<file path="src/rtl/dmacs_pkg.sv">
// constants and carrier types for the dma channel control and status block
// assumes a 10 MHz system clock and a 16-bit byte address on the register bus
`default_nettype none
package dmacs_pkg;
    // register indices; byte address is four times the index
    localparam logic [13:0] DMACS_PRIM_IDX = 14'h3c0c;
    localparam logic [13:0] DMACS_SEC_IDX = 14'h3c0e;
    // writable bit masks and reset values
    localparam logic [15:0] DMACS_PRIM_CFG_MASK = 16'hff5c;
    localparam logic [15:0] DMACS_SEC_MASK = 16'h000b;
    localparam logic [15:0] DMACS_PRIM_RST = 16'h0000;
    localparam logic [15:0] DMACS_SEC_RST = 16'h0000;
    // field positions, primary register
    localparam int DMACS_EN_BIT = 0;
    localparam int DMACS_END_BIT = 1;
    localparam int DMACS_IRQ_EN_BIT = 2;
    localparam int DMACS_REQ_EDGE_BIT = 6;
    // field positions, secondary register
    localparam int DMACS_ACK_LEVEL_BIT = 0;
    localparam int DMACS_ACK_MODE_BIT = 1;
    localparam int DMACS_IDLE_DLY_BIT = 3;
    // idle delay between accepted requests
    localparam int DMACS_CLK_PERIOD_NS = 100;
    localparam int DMACS_IDLE_DELAY_NS = 400;
    localparam int DMACS_IDLE_DELAY_CYC =
        (DMACS_IDLE_DELAY_NS + DMACS_CLK_PERIOD_NS - 1) / DMACS_CLK_PERIOD_NS;

    typedef enum logic [1:0] {
        DMACS_ST_IDLE,
        DMACS_ST_READ,
        DMACS_ST_WRITE,
        DMACS_ST_DELAY
    } dmacs_state_t;

    typedef struct packed {
        logic idle_dly;
        logic ack_mode;
        logic ack_level;
    } dmacs_sec_t;
endpackage
`default_nettype wire

</file>
<file path="src/rtl/dmacs_channel.sv">
// control and status logic of one dma channel: enable trigger, transfer end
// flag, interrupt request, request sampling, acknowledge timing and idle delay
// assumes a classic wishbone master on clk_i and a count unit on the same clock
//
// The Wishbone slave port was decided locally.
`default_nettype none
module dmacs_channel
    import dmacs_pkg::*;
#(
    parameter int DLY_CYC = DMACS_IDLE_DELAY_CYC
) (
    // clock and reset
    input wire logic clk_i,
    input wire logic rst_i,
    // wishbone slave
    input wire logic cyc_i,
    input wire logic stb_i,
    input wire logic we_i,
    input wire logic [15:0] adr_i,
    input wire logic [3:0] sel_i,
    input wire logic [31:0] dat_i,
    output logic [31:0] dat_o,
    output logic ack_o,
    // io device pins
    input wire logic transfer_request_n_i,
    output logic transfer_acknowledge_out_o,
    // count unit on the same clock
    input wire logic count_zero_i,
    output logic xfer_done_o,
    // interrupt request
    output logic irq_o
);
    logic ack_r, ack_nxt;
    logic [31:0] dat_r, dat_nxt;
    logic [15:0] prim_cfg_r, prim_cfg_nxt;
    logic [15:0] sec_r, sec_nxt;
    logic en_r, en_nxt;
    logic end_r, end_nxt;
    logic req_meta_r, req_sync_r, req_prev_r;
    logic pend_r, pend_nxt;
    dmacs_state_t state_r, state_nxt;
    logic [7:0] dly_r, dly_nxt;
    logic bus_req, hit_prim, hit_sec, wr_fire, wr_prim, wr_sec;
    logic fall_edge, edge_mode, can_start, start;
    logic [15:0] prim_rd, wmask;
    dmacs_sec_t sec;

    assign sec = '{idle_dly: sec_r[DMACS_IDLE_DLY_BIT], ack_mode: sec_r[DMACS_ACK_MODE_BIT],
                   ack_level: sec_r[DMACS_ACK_LEVEL_BIT]};
    assign bus_req = cyc_i && stb_i;
    assign hit_prim = adr_i[15:2] == DMACS_PRIM_IDX;
    assign hit_sec = adr_i[15:2] == DMACS_SEC_IDX;
    // a write takes effect on the edge where the master sees ack
    assign wr_fire = bus_req && we_i && ack_r;
    assign wr_prim = wr_fire && hit_prim;
    assign wr_sec = wr_fire && hit_sec;
    assign wmask = {{8{sel_i[1]}}, {8{sel_i[0]}}};
    assign prim_rd = prim_cfg_r | {14'h0000, end_r, en_r};

    // bus slave: one wait state, unmapped reads return zero
    always_comb begin
        ack_nxt = bus_req && !ack_r;
        dat_nxt = dat_r;
        if (ack_nxt) begin
            if (hit_prim) begin
                dat_nxt = {16'h0000, prim_rd};
            end else if (hit_sec) begin
                dat_nxt = {16'h0000, sec_r & DMACS_SEC_MASK};
            end else begin
                dat_nxt = 32'h0000_0000;
            end
        end
    end

    // control and status bits
    always_comb begin
        prim_cfg_nxt = prim_cfg_r;
        sec_nxt = sec_r;
        en_nxt = en_r;
        end_nxt = end_r;
        if (wr_prim) begin
            prim_cfg_nxt = (prim_cfg_r & ~(wmask & DMACS_PRIM_CFG_MASK))
                         | (dat_i[15:0] & wmask & DMACS_PRIM_CFG_MASK);
            if (sel_i[0] && !dat_i[DMACS_END_BIT]) begin
                end_nxt = 1'b0;
            end
            // writing zero to enable is ignored
            if (sel_i[0] && dat_i[DMACS_EN_BIT] && !end_r) begin
                en_nxt = 1'b1;
            end
        end
        if (wr_sec) begin
            sec_nxt = (sec_r & ~(wmask & DMACS_SEC_MASK)) | (dat_i[15:0] & wmask & DMACS_SEC_MASK);
        end
        // count zero wins over a clearing write in the same cycle
        if (count_zero_i) begin
            end_nxt = 1'b1;
            en_nxt = 1'b0;
        end
    end

    // irq_o from the end flag, gated by its enable
    assign irq_o = end_r && prim_cfg_r[DMACS_IRQ_EN_BIT];

    // request sampling and transfer sequencing
    assign edge_mode = prim_cfg_r[DMACS_REQ_EDGE_BIT];
    assign fall_edge = req_prev_r && !req_sync_r;
    assign can_start = en_r && !end_r && !count_zero_i;
    assign start = (state_r == DMACS_ST_IDLE) && can_start
                && (edge_mode ? pend_r : !req_sync_r);

    always_comb begin
        state_nxt = state_r;
        dly_nxt = dly_r;
        // edge seen while busy is kept; a new edge wins over consumption
        pend_nxt = fall_edge ? 1'b1 : (start ? 1'b0 : pend_r);
        unique case (state_r)
            DMACS_ST_IDLE: begin
                if (start) begin
                    state_nxt = DMACS_ST_READ;
                end
            end
            DMACS_ST_READ: begin
                state_nxt = DMACS_ST_WRITE;
            end
            DMACS_ST_WRITE: begin
                if (sec.idle_dly) begin
                    state_nxt = DMACS_ST_DELAY;
                    dly_nxt = 8'(DLY_CYC - 1);
                end else begin
                    state_nxt = DMACS_ST_IDLE;
                end
            end
            DMACS_ST_DELAY: begin
                if (dly_r == 8'h00) begin
                    state_nxt = DMACS_ST_IDLE;
                end else begin
                    dly_nxt = dly_r - 8'h01;
                end
            end
        endcase
    end

    assign xfer_done_o = state_r == DMACS_ST_WRITE;
    // ack is combinational from the phase so polarity changes take effect at once
    assign transfer_acknowledge_out_o =
        (sec.ack_mode ? (state_r == DMACS_ST_WRITE) : (state_r == DMACS_ST_READ))
        ~^ sec.ack_level;

    always_ff @(posedge clk_i) begin
        if (rst_i) begin
            ack_r <= 1'b0;
            dat_r <= 32'h0000_0000;
            prim_cfg_r <= DMACS_PRIM_RST;
            sec_r <= DMACS_SEC_RST;
            en_r <= 1'b0;
            end_r <= 1'b0;
            req_meta_r <= 1'b1;
            req_sync_r <= 1'b1;
            req_prev_r <= 1'b1;
            pend_r <= 1'b0;
            state_r <= DMACS_ST_IDLE;
            dly_r <= 8'h00;
        end else begin
            ack_r <= ack_nxt;
            dat_r <= dat_nxt;
            prim_cfg_r <= prim_cfg_nxt;
            sec_r <= sec_nxt;
            en_r <= en_nxt;
            end_r <= end_nxt;
            req_meta_r <= transfer_request_n_i;
            req_sync_r <= req_meta_r;
            req_prev_r <= req_sync_r;
            pend_r <= pend_nxt;
            state_r <= state_nxt;
            dly_r <= dly_nxt;
        end
    end

    assign ack_o = ack_r;
    assign dat_o = dat_r;
endmodule
`default_nettype wire

</file>
<file path="config.mk">
export PLATFORM = sky130hd
export DESIGN_NAME = dmacs_channel
export DESIGN_NICKNAME = d
export VERILOG_FILES = /design/src/rtl/dmacs_pkg.sv /design/src/rtl/dmacs_channel.sv
export SDC_FILE = /design/constraint.sdc
export NUM_CORES = 1
export LEC_CHECK = 0
export ABC_AREA = 1
export ABC_CLOCK_PERIOD_IN_PS = 3700
export BUFFER_PORTS_ARGS = -buffer_cell sky130_fd_sc_hd__buf_2
export CAP_MARGIN = 15
export CORE_ASPECT_RATIO = 1.1
export CORE_MARGIN = 3
export CORE_UTILIZATION = 52
export DETAILED_ROUTE_END_ITERATION = 10
export GPL_ROUTABILITY_DRIVEN = 0
export PLACE_DENSITY = 0.85
export SKIP_LAST_GASP = 1
export SLEW_MARGIN = 20
export SYNTH_ARGS = -nofsm -noshare
export SYNTH_HDL_FRONTEND = slang
export SYNTH_SLANG_ARGS = --single-unit
</file>
<file path="constraint.sdc">
create_clock -name clk_i -period 3.7 [get_ports clk_i]
set_input_delay 0 -clock clk_i [delete_from_list [all_inputs] [get_ports clk_i]]
set_output_delay 0 -clock clk_i [all_outputs]
set_load 0.01 [all_outputs]
</file>
==> flow_summary.toml <==
[route]
totalWireLength_um = 5140
drc_errors = 0
vias = 2188
dr.pass1.iters = 4
vias_per_cell = 4.80
first_iter_violations = 160
wire_per_inst_um = 11.3
ant_nets = 0

[clock_tree]
cts_buffers = 5
htreeDepth = 2
clk-insertion-delay-late_ns = 0.30
path_clk_slew_ns = 0.08
cts_tree = "built"
root_buffer = "clkbuf_8"
ctsResizeCount = 0
clockBufferDepth = 2
cts.sinks = 46
cts_hold_buffers = 13
post_cts_buffers = 0

[worst_setup_path]
critPathCaptureType = "register"
reg2reg_depth = 4
path_class = "reg -> reg"
critPathLaunchType = "register"
cp.required_ns = 3.87
crit_family = "simple AND/OR/NAND/NOR gates"
worstPathArrival_ns = 1.99
critical_path.cell_chain = "nor2_2 -> inv_1 -> nand2_1 -> a21oi_1"
critPathBufInv = 1
critPathMaxFanout = 18
slowest_stage = "nor2_2"
cp.depth = 4
slowest_delay_ns = 0.65

[timing]
rsz0062_at_grt = "no"
hold_viol_final = 0
worst_pin_slew_ns = 0.825
skew_ns = 0.00604
slew-limit-headroom = 0.449
layout_min_cycle_time_ns = 1.82
worst_slack_ns = 1.88
drv_slew = 0
finalSetupViolCount = 0
period_share = 0.492
setup-tns-final_ns = 0
max_freq_mhz = 549

[synth]
postSynthAreaPerCell_um2 = 7.03
synth_cell_types = 29
seq_area_frac_synth = 0.388
synthSimpleGateAreaFrac = 0.382
synth-xor-area-share = 0.0111
muxShareOfSynthArea = 0
ys_ff_latch = 46
ys_warn_count = 0
syn-cell-area_mm2 = 0.00238
synth_compound_area_frac = 0.0664
synth_top_family_by_area = "simple AND/OR/NAND/NOR gates"
synth_fa_ha_area_frac = 0.0105
synthCells = 338

[job]
cap_violations = 0

[power_and_ir_drop]
ir_worst_vdd_uv = 212
net-switching-power_uw = 212
p_leak_uw = 0.00143
sw_frac_of_total = 0.244
p_per_area_mw_per_mm2 = 311
p_int_uw = 658
clkPwrFrac = 0.337
p_seq_frac = 0.578
pwr-share-comb = 0.085

[worst_hold_path]
min_path_cells = 3
min_path_type = "in -> reg"

[floorplan]
row_count = 25
start_util = 0.546
die_area_mm2 = 0.00542
coreArea_mm2 = 0.00435
fp.dieW_um = 70.5
die_y_um = 76.9
io_pins = 95

[cells_and_area]
fin_area_mm2 = 0.00280
syn_to_final_growth_pct = 17.8
drive_gt1_frac = 0.211
postLayoutCoreUtil = 0.644
nets = 463
fin_cells = 456
num_antenna_cells = 0

[global_route]
grt_overflow = 0
grt_max_degree = 28
grt_pass1_wl_um = 8870
grt.total_usage = 0.199
grt_pass1_vias = 2055
antenna_found_initial = 0

[place]
dp_hpwl_um = 3600
numPortBuffers = 54
place_area_mm2 = 0.00259
pre_cts_ws_ns = 1.92
dp_cells = 436

[status]
outcome = "complete, no violations"
-- worst reg2reg max path: cells and delay by family (launching register included) --
family | cells | cell delay (ns)
compound gates | 1 | 0.08
buf+inv | 1 | 0.44
flops | 1 | 0.33
simple gates | 2 | 0.83
-- synthesized netlist by cell type --
master	count	area share
clkinv_2	1	0.0021
conb_1	1	0.0016
ha_1	2	0.011
clkbuf_1	6	0.0095
o21ai_1	1	0.0021
nor3b_1	1	0.0032
nand3b_2	1	0.0047
nand4_1	2	0.0053
a22oi_1	1	0.0032
nor3_1	9	0.019
nor2_8	1	0.0084
nor2_1	52	0.082
buf_4	20	0.063
dfxtp_1	46	0.39
and2_1	1	0.0026
xor2_1	3	0.011
a21oi_1	22	0.046
nor2_4	1	0.0047
nand2_1	82	0.13
inv_1	38	0.060
buf_8	1	0.0063
nand3_2	7	0.029
nand3b_4	1	0.0084
o21ai_0	7	0.015
nor3b_2	4	0.021
nand3_1	19	0.040
nand2_4	1	0.0047
or2_2	3	0.0079
nor2_2	4	0.011
-- placed cells by master (no fill, tap or decap) --
cell            n
nand2_1        82
nor3_1          9
o21ai_0         7
nand3b_4        1
dfxtp_1        46
nand4_1         2
clkbuf_8        5
and2_1          1
dlygate4sd3_1  13
nor2_8          1
xor2_1          3
a22oi_1         1
or2_2           3
buf_2          54
a21oi_1        22
nor3b_2         4
nand2_4         1
clkinv_2        3
nor3b_1         1
o21ai_1         1
nand3_1        19
conb_1         18
nand3b_2        1
nand3_2         7
nor2_4          1
ha_1            2
nor2_2          4
nor2_1         52
inv_1          38
-- final timing paths --
kind,slack (ns),start,end
worst min register to register,0.42,req_meta_r$_SDFF_PP1_,req_sync_r$_SDFF_PP1_
worst min-delay path,0.006,dat_i[4],register
worst max-delay path,1.88,ack_o$_SDFF_PP0_,dat_o[8]$_SDFFE_PP0P_
worst max register to register,1.88,ack_o$_SDFF_PP0_,dat_o[8]$_SDFFE_PP0P_
-- metrics by stage --
| stage | hold slack, ns | total power [uW] |
|---|---|---|
| 2_1_floorplan | 0.104 | 563 |
| 3_3_place_gp | 0.186 | 576 |
| 3_5_place_dp | 0.187 | 577 |
| 4_1_cts | 0.00144 | 874 |
| 5_1_grt | 0.0165 | 901 |
| 6_report | 0.00567 | 870 |
-- metal layers --
metal,routed length (um),share of wire,track usage
met5,0,0,0
met4,93,0.018,0.0728
met3,298,0.058,0.0524
met2,2630,0.51,0.337
met1,2120,0.41,0.238
-- cell families (layout without fill, tap and decap cells) --
kind of cell | count (synthesis) | after routing
compound gates | 31 | 31
xor+xnor | 3 | 3
fa+ha+maj | 2 | 2
buf+inv | 66 | 113
flops | 46 | 46
other cells | 1 | 18
simple gates | 189 | 189
-- final cells by class --
class	instances	area, um^2
fill	369	1550
tap	54	67.6
timing repair buffer	67	400
multi-input combinational	243	1180
sequential	46	921
clock buffer	5	68.8
inverter	39	148
clock inverter	2	10.0
-- power by group through the flow --
| stage | logic, uW | clock network [uW] | registers, uW |
|---|---|---|---|
| 3_5_place_dp | 62.3 | 0 | 515 |
| 6_report | 73.9 | 293 | 503 |
| 5_1_grt | 82.0 | 316 | 504 |
| 3_3_place_gp | 61.4 | 0 | 514 |
| 4_1_cts | 73.0 | 298 | 503 |
| 2_1_floorplan | 48.0 | 0 | 515 |
(Power assumes the default switching activity.)
